<file path="config.mk">
export PLATFORM = sky130hd
export DESIGN_NAME = strap_pin_mux
export DESIGN_NICKNAME = d
export VERILOG_FILES = /design/src/strap_mux_pkg.sv /design/src/pin_sync.sv /design/src/strap_pin_mux.sv
export SDC_FILE = /design/constraint.sdc
export NUM_CORES = 1
export LEC_CHECK = 0
export ABC_AREA = 1
export BUFFER_PORTS_ARGS = -buffer_cell sky130_fd_sc_hd__buf_4
export CORE_MARGIN = 3
export CORE_UTILIZATION = 50
export CTS_CLUSTER_DIAMETER = 30
export DETAILED_ROUTE_END_ITERATION = 10
export HOLD_SLACK_MARGIN = 0.06
export PLACE_DENSITY = 0.89
export SYNTH_ARGS = -nofsm -noshare
export SYNTH_HDL_FRONTEND = slang
export SYNTH_SLANG_ARGS = --single-unit
export TNS_END_PERCENT = 20
</file>
<file path="constraint.sdc">
create_clock -name core_clk -period 3.2 [get_ports core_clk]
set_clock_uncertainty 0.2 [all_clocks]
set_input_delay 0.48 -clock core_clk [delete_from_list [all_inputs] [get_ports core_clk]]
set_output_delay 0.48 -clock core_clk [all_outputs]
set_load 0.02 [all_outputs]
</file>
<file path="src/strap_mux_pkg.sv">
// constants and carrier types for the parallel port strap and pin mux block
// assumes a single core clock; all pin-side inputs are synchronised first
`default_nettype none
package strap_mux_pkg;
  // power and test register layout
  localparam int unsigned PTR_WIDTH     = 8;
  localparam int unsigned PTR_EXT_BIT   = 7;  // extended mode
  localparam int unsigned PTR_CLK_BIT   = 1;  // stop internal clocks
  localparam int unsigned PTR_OSC_BIT   = 2;  // stop crystal oscillator
  localparam logic [7:0]  PTR_RESET     = 8'h00;
  // function control register layout
  localparam int unsigned FCR_WIDTH     = 8;
  localparam int unsigned FCR_RATE_BIT  = 0;  // media sense pins drive rate
  localparam int unsigned FCR_SEL_BIT   = 2;  // shared input is the select
  localparam logic [7:0]  FCR_RESET     = 8'h00;
  // parallel data pins reused for the floppy drive
  localparam int unsigned PD_WIDTH      = 8;
  localparam int unsigned PD_RDATA_BIT  = 3;
  localparam int unsigned PD_SENSE0_BIT = 5;
  localparam int unsigned PD_SENSE1_BIT = 7;
  localparam logic [7:0]  PD_RESET      = 8'h00;
  // synchroniser depth
  localparam int unsigned SYNC_STAGES   = 2;

  // what the floppy side sees after the pin mux
  typedef struct packed {
    logic       read_data;      // raw serial read stream
    logic [1:0] media_sense;    // primary media sense inputs
    logic [1:0] extra_sense;    // media sense borrowed from data pins
    logic       second_drive;   // second-drive sense
  } floppy_sense_t;

  // power-down controls
  typedef struct packed {
    logic clocks_stopped;
    logic osc_stopped;
  } power_ctl_t;
endpackage : strap_mux_pkg
`default_nettype wire

</file>
<file path="src/pin_sync.sv">
// two-flop synchroniser bank for asynchronous pin inputs
// assumes nothing reads the first stage but the second stage
`default_nettype none
module pin_sync #(
  parameter int unsigned WIDTH = 1
) (
  // clock
  input  wire logic             core_clk,
  // pins and synchronised copies
  input  wire logic [WIDTH-1:0] async_in,
  output var  logic [WIDTH-1:0] sync_out
);
  logic [WIDTH-1:0] meta_reg;
  logic [WIDTH-1:0] meta_next;
  logic [WIDTH-1:0] sync_next;

  // next values: no reset so straps are sampled while reset is held
  always_comb begin
    meta_next = async_in;
    sync_next = meta_reg;
  end

  // register stages
  always_ff @(posedge core_clk) begin
    meta_reg <= meta_next;
    sync_out <= sync_next;
  end
endmodule : pin_sync
`default_nettype wire

</file>
<file path="src/strap_pin_mux.sv">
// parallel port strap sampling, power-down and printer/floppy pin mux
// assumes pins arrive asynchronously; register bits arrive as plain ports
//
// Operation
// - extended bit clear: direction follows reset-sampled direction strap.
// - output-enable strap low at reset sets the extended bit.
// - output-enable strap high leaves direction to the direction strap.
// - software writes to the extended bit override the strap after reset.
// - power-down pin stops clocks and/or oscillator per power bits.
// - control bit two set makes shared input the printer/floppy select.
// - select one routes pins to printer, zero routes them to floppy.
// - control bit two clear makes shared input the second-drive sense.
// - floppy routing turns two parallel data pins into extra media sense.
// - data pins move bytes both ways between peripheral and latch.
// - raw serial floppy read stream is accepted on the read-data input, or on pd3 under floppy routing.
// - media sense pins are inputs, or rate outputs when bit zero set.
`default_nettype none
module strap_pin_mux
  import strap_mux_pkg::*;
(
  // clock and master reset
  input  wire logic                 core_clk,
  input  wire logic                 reset,
  // strap and control pins
  input  wire logic                 direction_strap,
  input  wire logic                 output_enable_strap,
  input  wire logic                 power_down_pin,
  input  wire logic                 shared_select_pin,
  input  wire logic                 paper_out,
  input  wire logic                 read_strobe_n,
  input  wire logic                 disk_read_data_pin,
  // parallel data pins
  input  wire logic [PD_WIDTH-1:0]  parallel_data_in,
  output var  logic [PD_WIDTH-1:0]  parallel_data_out,
  output var  logic                 parallel_data_oe,
  // primary media sense pins
  input  wire logic [1:0]           media_sense_in,
  output var  logic [1:0]           media_sense_out,
  output var  logic                 media_sense_oe,
  // register writes and levels from the core
  input  wire logic                 ptr_wr_en,
  input  wire logic [PTR_WIDTH-1:0] ptr_wr_data,
  input  wire logic                 fcr_wr_en,
  input  wire logic [FCR_WIDTH-1:0] fcr_wr_data,
  input  wire logic                 data_wr_en,
  input  wire logic [PD_WIDTH-1:0]  data_wr_data,
  input  wire logic                 ext_direction_in,
  input  wire logic [1:0]           data_rate,
  // register and status views
  output var  logic [PTR_WIDTH-1:0] power_test_register,
  output var  logic [FCR_WIDTH-1:0] function_control_register,
  output var  logic [PD_WIDTH-1:0]  data_rd_data,
  output var  logic                 data_rd_valid,
  output var  logic                 paper_out_status,
  output var  logic                 direction_is_input,
  // pin mux results
  output var  logic                 printer_selected,
  output var  logic                 port_pin_multiplex_mode,
  output var  floppy_sense_t        floppy_sense,
  output var  power_ctl_t           power_ctl
);
  // synchronised pins, bundled into one bank
  localparam int unsigned NSYNC = 7 + 2 + PD_WIDTH;
  logic [NSYNC-1:0] raw_pins;
  logic [NSYNC-1:0] sync_pins;
  logic             dir_s;
  logic             oe_s;
  logic             power_down_pin_s;
  logic             sel_s;
  logic             nopaper_s;
  logic             rd_n_s;
  logic             rdata_s;
  logic [1:0]       msen_s;
  logic [PD_WIDTH-1:0] pd_s;

  assign raw_pins = {direction_strap, output_enable_strap, power_down_pin,
                     shared_select_pin, paper_out, read_strobe_n,
                     disk_read_data_pin, media_sense_in, parallel_data_in};

  pin_sync #(
    .WIDTH    (NSYNC)
  ) u_sync (
    .core_clk (core_clk),
    .async_in (raw_pins),
    .sync_out (sync_pins)
  );

  // unbundle the synchronised bank
  assign {dir_s, oe_s, power_down_pin_s, sel_s, nopaper_s, rd_n_s, rdata_s,
          msen_s, pd_s} = sync_pins;

  // ---------------------------------------------------------------
  // strap capture and configuration registers
  logic                 dir_strap_reg;
  logic                 dir_strap_next;
  logic [PTR_WIDTH-1:0] ptr_reg;
  logic [PTR_WIDTH-1:0] ptr_next;
  logic [FCR_WIDTH-1:0] fcr_reg;
  logic [FCR_WIDTH-1:0] fcr_next;

  // straps track the pins while reset is held, frozen once it lifts
  always_comb begin
    dir_strap_next = dir_strap_reg;
    ptr_next       = ptr_reg;
    fcr_next       = fcr_reg;
    if (reset) begin
      dir_strap_next        = dir_s;
      ptr_next              = PTR_RESET;
      ptr_next[PTR_EXT_BIT] = ~oe_s;
      fcr_next              = FCR_RESET;
    end else begin
      if (ptr_wr_en) begin
        ptr_next = ptr_wr_data;
      end
      if (fcr_wr_en) begin
        fcr_next = fcr_wr_data;
      end
    end
  end

  always_ff @(posedge core_clk) begin
    dir_strap_reg <= dir_strap_next;
    ptr_reg       <= ptr_next;
    fcr_reg       <= fcr_next;
  end

  // ---------------------------------------------------------------
  // data path: latch, direction and read capture
  logic [PD_WIDTH-1:0] latch_reg;
  logic [PD_WIDTH-1:0] latch_next;
  logic [PD_WIDTH-1:0] rd_data_reg;
  logic [PD_WIDTH-1:0] rd_data_next;
  logic                rd_valid_reg;
  logic                rd_valid_next;
  logic                rd_n_prev_reg;
  logic                rd_n_prev_next;
  logic                dir_in_reg;
  logic                dir_in_next;
  logic                oe_reg;
  logic                oe_next;
  logic                floppy_route;

  // floppy routing borrows the data pins, so the port never drives them
  assign floppy_route = fcr_reg[FCR_SEL_BIT] & ~sel_s;

  always_comb begin
    latch_next     = latch_reg;
    rd_data_next   = rd_data_reg;
    rd_valid_next  = 1'b0;
    rd_n_prev_next = rd_n_s;
    dir_in_next    = dir_in_reg;
    oe_next        = 1'b0;
    if (reset) begin
      latch_next     = PD_RESET;
      rd_data_next   = PD_RESET;
      rd_n_prev_next = 1'b1;
      dir_in_next    = 1'b0;
    end else begin
      if (data_wr_en) begin
        latch_next = data_wr_data;
      end
      // extended mode hands direction to software
      if (ptr_reg[PTR_EXT_BIT]) begin
        dir_in_next = ext_direction_in;
      end else begin
        dir_in_next = dir_strap_reg;
      end
      oe_next = ~dir_in_next & ~floppy_route;
      // falling read strobe samples pins, or the latch when driving
      if (rd_n_prev_reg && !rd_n_s) begin
        rd_data_next  = dir_in_reg ? pd_s : latch_reg;
        rd_valid_next = 1'b1;
      end
    end
  end

  always_ff @(posedge core_clk) begin
    latch_reg     <= latch_next;
    rd_data_reg   <= rd_data_next;
    rd_valid_reg  <= rd_valid_next;
    rd_n_prev_reg <= rd_n_prev_next;
    dir_in_reg    <= dir_in_next;
    oe_reg        <= oe_next;
  end

  // ---------------------------------------------------------------
  // pin mux, media sense and power-down
  floppy_sense_t fs_reg;
  floppy_sense_t fs_next;
  power_ctl_t    pwr_reg;
  power_ctl_t    pwr_next;
  logic          prn_reg;
  logic          prn_next;
  logic          ppm_reg;
  logic          ppm_next;
  logic          nopaper_reg;
  logic          nopaper_next;
  logic [1:0]    msen_out_reg;
  logic [1:0]    msen_out_next;
  logic          msen_oe_reg;
  logic          msen_oe_next;

  always_comb begin
    fs_next       = '0;
    pwr_next      = '0;
    prn_next      = 1'b1;
    ppm_next      = 1'b0;
    nopaper_next  = 1'b0;
    msen_out_next = 2'h0;
    msen_oe_next  = 1'b0;
    if (!reset) begin
      nopaper_next = nopaper_s;
      if (fcr_reg[FCR_SEL_BIT]) begin
        prn_next = sel_s;
        ppm_next = ~sel_s;
      end else begin
        fs_next.second_drive = sel_s;
      end
      // floppy routing: pd3 carries read data, pd5 and pd7 media sense
      if (floppy_route) begin
        fs_next.read_data      = pd_s[PD_RDATA_BIT];
        fs_next.extra_sense[0] = pd_s[PD_SENSE0_BIT];
        fs_next.extra_sense[1] = pd_s[PD_SENSE1_BIT];
      end else begin
        fs_next.read_data = rdata_s;
      end
      // pins turn into rate outputs; sensed values then read as zero
      if (fcr_reg[FCR_RATE_BIT]) begin
        msen_out_next = data_rate;
        msen_oe_next  = 1'b1;
      end else begin
        fs_next.media_sense = msen_s;
      end
      // stop requests only while the pin is held
      if (power_down_pin_s) begin
        pwr_next.clocks_stopped = ptr_reg[PTR_CLK_BIT];
        pwr_next.osc_stopped    = ptr_reg[PTR_OSC_BIT];
      end
    end
  end

  always_ff @(posedge core_clk) begin
    fs_reg       <= fs_next;
    pwr_reg      <= pwr_next;
    prn_reg      <= prn_next;
    ppm_reg      <= ppm_next;
    nopaper_reg  <= nopaper_next;
    msen_out_reg <= msen_out_next;
    msen_oe_reg  <= msen_oe_next;
  end

  // outputs straight from flops
  assign parallel_data_out         = latch_reg;
  assign parallel_data_oe          = oe_reg;
  assign media_sense_out           = msen_out_reg;
  assign media_sense_oe            = msen_oe_reg;
  assign power_test_register       = ptr_reg;
  assign function_control_register = fcr_reg;
  assign data_rd_data              = rd_data_reg;
  assign data_rd_valid             = rd_valid_reg;
  assign paper_out_status          = nopaper_reg;
  assign direction_is_input        = dir_in_reg;
  assign printer_selected          = prn_reg;
  assign port_pin_multiplex_mode   = ppm_reg;
  assign floppy_sense              = fs_reg;
  assign power_ctl                 = pwr_reg;
endmodule : strap_pin_mux
`default_nettype wire

</file>
==> impl_metrics.csv, run 1 <==
group,metric,value,unit
critical_path,cpPeakStageDelay,0.67,ns
sta,period_share,0.604,
critical_path,reg2reg_from,"u_sync.sync_out[11]$_DFF_P_",
critical_path,path_max_fanout,17,
die,initial_core_util,0.528,
critical_path,worst_path_dominant_cell_family,"flip-flops",
synth,syn_avg_cell_area,9.62,um2
critical_path,ff2ff_setup_slack,1.91,ns
final_layout,n_fill_cell,365,
clock_network,clock_tree.buffer_depth,2,
clock_network,post_cts_buffers,0,
route,wire_per_inst,12.3,um
clock_network,clockRootBuffer,"clkbuf_8",
final_layout,area_growth,41.9,%
synth,synth_edf_count,2,
critical_path,cp-start-kind,"flop",
route,vias_per_cell,4.53,
global_route,antenna_found_initial,0,
synth,yosysTopAreaCell,"dfxtp_1",
flow_run,drv_cap,0,
synth,yosysTopAreaCellShare,0.649,
synth,yosysMostFrequentCell,"dfxtp_1",
die,dieWidth,77.5,um
clock_network,cts_inserted_buffers,9,
global_route,grt_pass1_vias,2028,
die,std_cell_rows,25,
placed_design,port_buffers,97,
placed_design,finalWeightedCongestion,0.830,
clock_network,cts_tree,"yes",
final_layout,diodes,0,
critical_path,crit_type,"flop to output pin",
critical_path,critPathCaptureType,"output pin",
route,ant_nets,0,
hold_path,hold_path_end,"u_sync.sync_out[0]$_DFF_P_",
clock_network,numClockSinks,85,
route,detail_route.wirelength,5.60,mm
route,num_vias,2055,
final_layout,regArea,1720,um2
route,firstDrtPassIters,4,
synth,yosysSeqAreaShare,0.673,
synth,ys_ff_latch,85,
route,drcViolationCount,0,
placed_design,post_dp_cell_area,3280,um2
sta,hold_viol_final,0,
clock_network,worstSkewPairLatency,0.34,ns
critical_path,crit_path_cell_trace,"buf_4",
sta,timing_worst_slew_pin_value,0.550,ns
critical_path,ff2ff_path_depth,5,
final_layout,drive_above_1_share,0.307,
clock_network,clkTransAtPathRegs,0.09,ns
sta,relSlewSlack,0.633,
synth,syn-cell-area,2560,um2
hold_path,whs_path_depth,0,
sta,setup_violations,0,
die,fp.dieH,77.5,um
final_layout,nNetsFinal,431,
die,pin_count,98,
final_layout,multiInputGateArea,621,um2
clock_network,htreeDepth,3,
critical_path,critPathBufInv,1,
sta,setup_ws,1.27,ns
placed_design,dp_hpwl,3.88,mm
placed_design,dp_slack,1.65,ns
sta,tns,0,ns
placed_design,placed_cells,421,
hold_path,hp-class,"flop to flop",
die,dieArea,6010,um2
synth,async_flop_share,0,
final_layout,postLayoutCellArea,3630,um2
route,drt_iter0_drc,86,
sta,grt_setup_unrepaired,"false",
global_route,grt_max_degree,41,
synth,synth_warnings,0,
sta,period_minus_slack,1.93,ns
power,p_per_area,577,nW/um2
power,peakVddDrop,430,uV
critical_path,slowest_stage,"dfxtp_1",
final_layout,final_cells,454,
run_status,status,"finished clean",
power,p_leak,1.77,nW
synth,synth_area_leaders,"dfxtp_1, nor2_1, o21ai_0",
critical_path,r2r_end,"data_rd_data[6]$_SDFFE_PP0P_",
global_route,grt_usage,0.195,
synth,postSynthCellCount,266,
global_route,grt_pass1_wl,9.05,mm
sta,clock.fmax,0.518,GHz
critical_path,cp.required,2.52,ns
synth,synth.distinct_cells,22,
critical_path,arrival,1.25,ns
synth,synthTopCellsByCount,"dfxtp_1, nor2_1, nand2_1",
sta,slew_violations,0,
synth,synth_flop_cell,"dfxtp_1",
synth,syn_nets,315,
global_route,grt_overflow,0,
hold_path,worstHoldStart,"u_sync.meta_reg[0]$_DFF_P_",
die,core-area,4850,um2
==> metrics by stage <==
stage / power [mW] / hold WS [ns] / util
CTS: 2.11 / 0.127 / 0.749
global route: 2.20 / 0.134 / 0.749
detailed placement: 1.43 / 0.112 / 0.676
floorplan: 1.31 / 0.110 / -
global placement: 1.42 / 0.110 / 0.676
finish: 2.09 / 0.124 / 0.749
==> layout make-up <==
type / count / area share
Sequential cell: 85 / 0.474
Clock buffer: 10 / 0.0379
Tap cell: 67 / 0.0231
Inverter: 31 / 0.0341
Multi-Input combinational cell: 141 / 0.171
Clock inverter: 6 / 0.0124
Timing Repair Buffer: 114 / 0.247
==> cells in the final DEF (no fill, tap or decap), drive strengths merged <==
cell type    netlist  routed
a211oi             1       1
a21oi             12      12
and3               2       2
buf                8      97
clkbuf             1      10
clkinv             1       5
dfxtp             83      83
dlygate4sd3        0      17
edfxtp             2       2
inv               30      32
nand2             31      31
nand3             11      11
nor2              55      55
nor3               3       3
nor3b              2       2
o21ai             24      24
==> worst max-delay path by stage <==
stage / start / end / cells past startpoint / slack, ns
finish: direction_is_input$_SDFF_PP0_ / direction_is_input / 1 / 1.27
global route: direction_is_input$_SDFF_PP0_ / direction_is_input / 1 / 1.19
global placement: direction_is_input$_SDFF_PP0_ / direction_is_input / 1 / 1.66
detailed placement: direction_is_input$_SDFF_PP0_ / direction_is_input / 1 / 1.65
CTS: direction_is_input$_SDFF_PP0_ / direction_is_input / 1 / 1.27
floorplan: reset / power_test_register[7]$_DFFE_PP_ / 5 / 1.77
==> routing by layer <==
metal | share of wire | routed length (um) | track usage | vias to the layer above
li1 | - | - | - | 1056
met1 | 0.40 | 2270 | 0.207 | 928
met2 | 0.53 | 2970 | 0.352 | 59
met3 | 0.047 | 262 | 0.0626 | 12
met4 | 0.019 | 105 | 0.0819 | 0
met5 | 0 | 0 | 0 | -
==> logic make-up (layout without fill, tap and decap cells) <==
| group | count (synthesis) | count (layout) | share of synthesized area |
|---|---|---|---|
| flip-flops | 85 | 85 | 0.673 |
| AO/OA/AOI/OAI | 37 | 37 | 0.0734 |
| buffers and inverters | 40 | 161 | 0.0846 |
| AND/OR/NAND/NOR | 104 | 104 | 0.169 |
==> power breakdown <==
group	total (mW)	switching, mW	internal [mW]	leakage (nW)
clock network	0.676	0.368	0.309	0.0970
registers	1.16	0.0328	1.12	0.713
logic	0.260	0.134	0.126	0.958
total	2.09	0.535	1.56	1.77
==> repair_timing <==
action / in CTS / in global routing
hold buffers: 17 / 0
setup endpoints to repair: 0 / 0
gates resized for setup: 0 / 0
endpoints found under the hold margin: 17 / 0
No activity file was read; power rests on OpenSTA's default activity.
==> inputs of run 2 (changes only) <==
Settings changed: CORE_UTILIZATION 50 to 43, PLACE_DENSITY 0.89 to 0.82.
Clock period 3.2 ns to 1.62 ns, I/O delays scaled along.
==> run 2 against run 1 <==
  * Via count increased by 13%
  * Sequential cell count unchanged
  * Setup slack got worse by 1.3 ns
  * Critical path type is now input port to flop
  * Largest cell class unchanged
==> impl_metrics.csv, run 2 (same netlist as run 1, synthesis figures left out) <==
group,metric,value,unit
hold_path,hp-class,"input port to flop",
clock_network,clock_tree.buffer_depth,2,
die,initial_core_util,0.454,
critical_path,crit_type,"input port to flop",
sta,whs,0.0771,ns
sta,period_minus_slack,1.60,ns
sta,hold_viol_final,0,
route,firstDrtPassIters,4,
global_route,grt_overflow,0,
critical_path,crit_path_cell_trace,"dlygate4sd3_1 -> buf_4 -> nor2_1 -> nor2_1 -> dlygate4sd3_1",
final_layout,final_cell_mix,"buf_4, dfxtp_1, dlygate4sd3_1",
final_layout,final_common_cell,"buf_4",
sta,timing_worst_slew_pin_value,0.413,ns
critical_path,path_max_fanout,1,
die,dieArea,6910,um2
final_layout,n_fill_cell,408,
route,vias_per_cell,4.61,
sta,clock.fmax,0.623,GHz
hold_path,worstHoldStart,"reset",
global_route,antenna_found_initial,0,
clock_network,cts_inserted_buffers,9,
power,p_per_area,1070,nW/um2
sta,tns,0,ns
global_route,grt_usage,0.197,
final_layout,area_growth,60.3,%
sta,grt_setup_unrepaired,"false",
sta,setup_violations,0,
critical_path,arrival,1.64,ns
power,p_leak,2.01,nW
critical_path,setup.worst_path.end,"function_control_register[3]$_SDFFE_PP0P_",
global_route,grt_pass1_wl,10.9,mm
final_layout,drive_above_1_share,0.286,
clock_network,cts_tree,"yes",
critical_path,ff2ff_path_depth,3,
route,drcViolationCount,0,
clock_network,clockRootBuffer,"clkbuf_8",
placed_design,port_buffers,97,
clock_network,worstSkewPairLatency,0.34,ns
clock_network,clkTransAtPathRegs,0.08,ns
final_layout,diodes,0,
route,drt_iter0_drc,106,
final_layout,multiInputGateArea,631,um2
critical_path,slowest_stage,"dlygate4sd3_1",
hold_path,whs_path_depth,3,
sta,relSlewSlack,0.724,
critical_path,crit_path_start,"fcr_wr_data[3]",
critical_path,critPathCaptureType,"flop",
clock_network,post_cts_buffers,0,
global_route,grt_max_degree,41,
sta,slew_violations,0,
die,std_cell_rows,27,
clock_network,htreeDepth,3,
route,detail_route.wirelength,6.64,mm
critical_path,r2r_end,"direction_is_input$_SDFF_PP0_",
die,dieWidth,83.1,um
critical_path,cp-start-kind,"input port",
die,fp.dieH,83.1,um
final_layout,nNetsFinal,474,
placed_design,dp_hpwl,3.98,mm
critical_path,cpPeakStageDelay,0.55,ns
clock_network,numClockSinks,85,
die,pin_count,98,
die,core-area,5640,um2
sta,period_share,0.991,
critical_path,ff2ff_setup_slack,0.07,ns
placed_design,finalWeightedCongestion,0.783,
final_layout,regArea,1720,um2
power,peakVddDrop,643,uV
route,ant_nets,0,
flow_run,drv_cap,0,
route,num_vias,2314,
route,wire_per_inst,13.2,um
critical_path,reg2reg_from,"power_test_register[7]$_DFFE_PP_",
run_status,status,"finished clean",
critical_path,cp.required,1.65,ns
global_route,grt_pass1_vias,2415,
==> run 2: cell count changes in the layout (fill, tap and decap cells not counted) <==
cell            change
buf_4               +1
nor2_1              -4
clkbuf_1            +1
clkinvlp_4          +1
bufinv_16           +1
dlygate4sd3_1      +39
dlymetal6s4s_1      +3
inv_6               -2
nor2_2              +4
clkinv_2            -1
==> run 2: worst min path at each step <==
stage	slack, ns	to
global placement	0.11	u_sync.sync_out[13]$_DFF_P_
global route	0.06	printer_selected$_SDFF_PP1_
floorplan	0.07	u_sync.meta_reg[0]$_DFF_P_
CTS	0.06	function_control_register[0]$_SDFFE_PP0P_
detailed placement	0.11	u_sync.sync_out[3]$_DFF_P_
finish	0.08	printer_selected$_SDFF_PP1_
==> run 2: final cells by class <==
cell class | count | share of cell area
inverters | 31 | 0.0302
well taps | 72 | 0.0220
clock inverters | 5 | 0.0146
repair buffers | 157 | 0.325
flip-flops and latches | 85 | 0.420
multi-input cells | 141 | 0.154
clock buffers | 11 | 0.0345
==> run 2: what timing repair did <==
item	4_1_cts	5_1_grt
endpoints found under the hold margin	54	0
hold buffers	59	0
resized for setup	0	7
endpoints found under the setup margin	0	5
==> run 2: stage by stage <==
step           utilization  instances  cell area [um2]  power [mW]  worst slack (ns)
4_1_cts              0.724        502             4080        4.40            0.0461
3_3_place_gp         0.584        427             3290        2.80             0.439
3_5_place_dp         0.584        427             3290        2.82             0.339
6_report             0.727        502             4100        4.39            0.0150
2_1_floorplan            -        266             2560        2.58             0.371
5_1_grt              0.727        502             4100        4.57         0.0000876
==> run 2: per-layer routing <==
layer  part of all wire  vias to the layer above  track usage
met3              0.043                       22       0.0397
met4              0.038                        0        0.108
li1                   -                     1148            -
met1               0.38                     1067        0.202
met5                  0                        -            0
met2               0.53                       77        0.370
==> run 2: power breakdown <==
part	leakage (nW)	internal [mW]	switching, mW
Sequential	0.713	2.22	0.0606
Clock	0.0995	0.758	0.721
Combinational	1.19	0.326	0.302
==> run 2: critical path, delay by kind of cell <==
family | cells | cell delay, ns
buffers and inverters | 3 | 1.22
and+or+nand+nor | 2 | 0.17
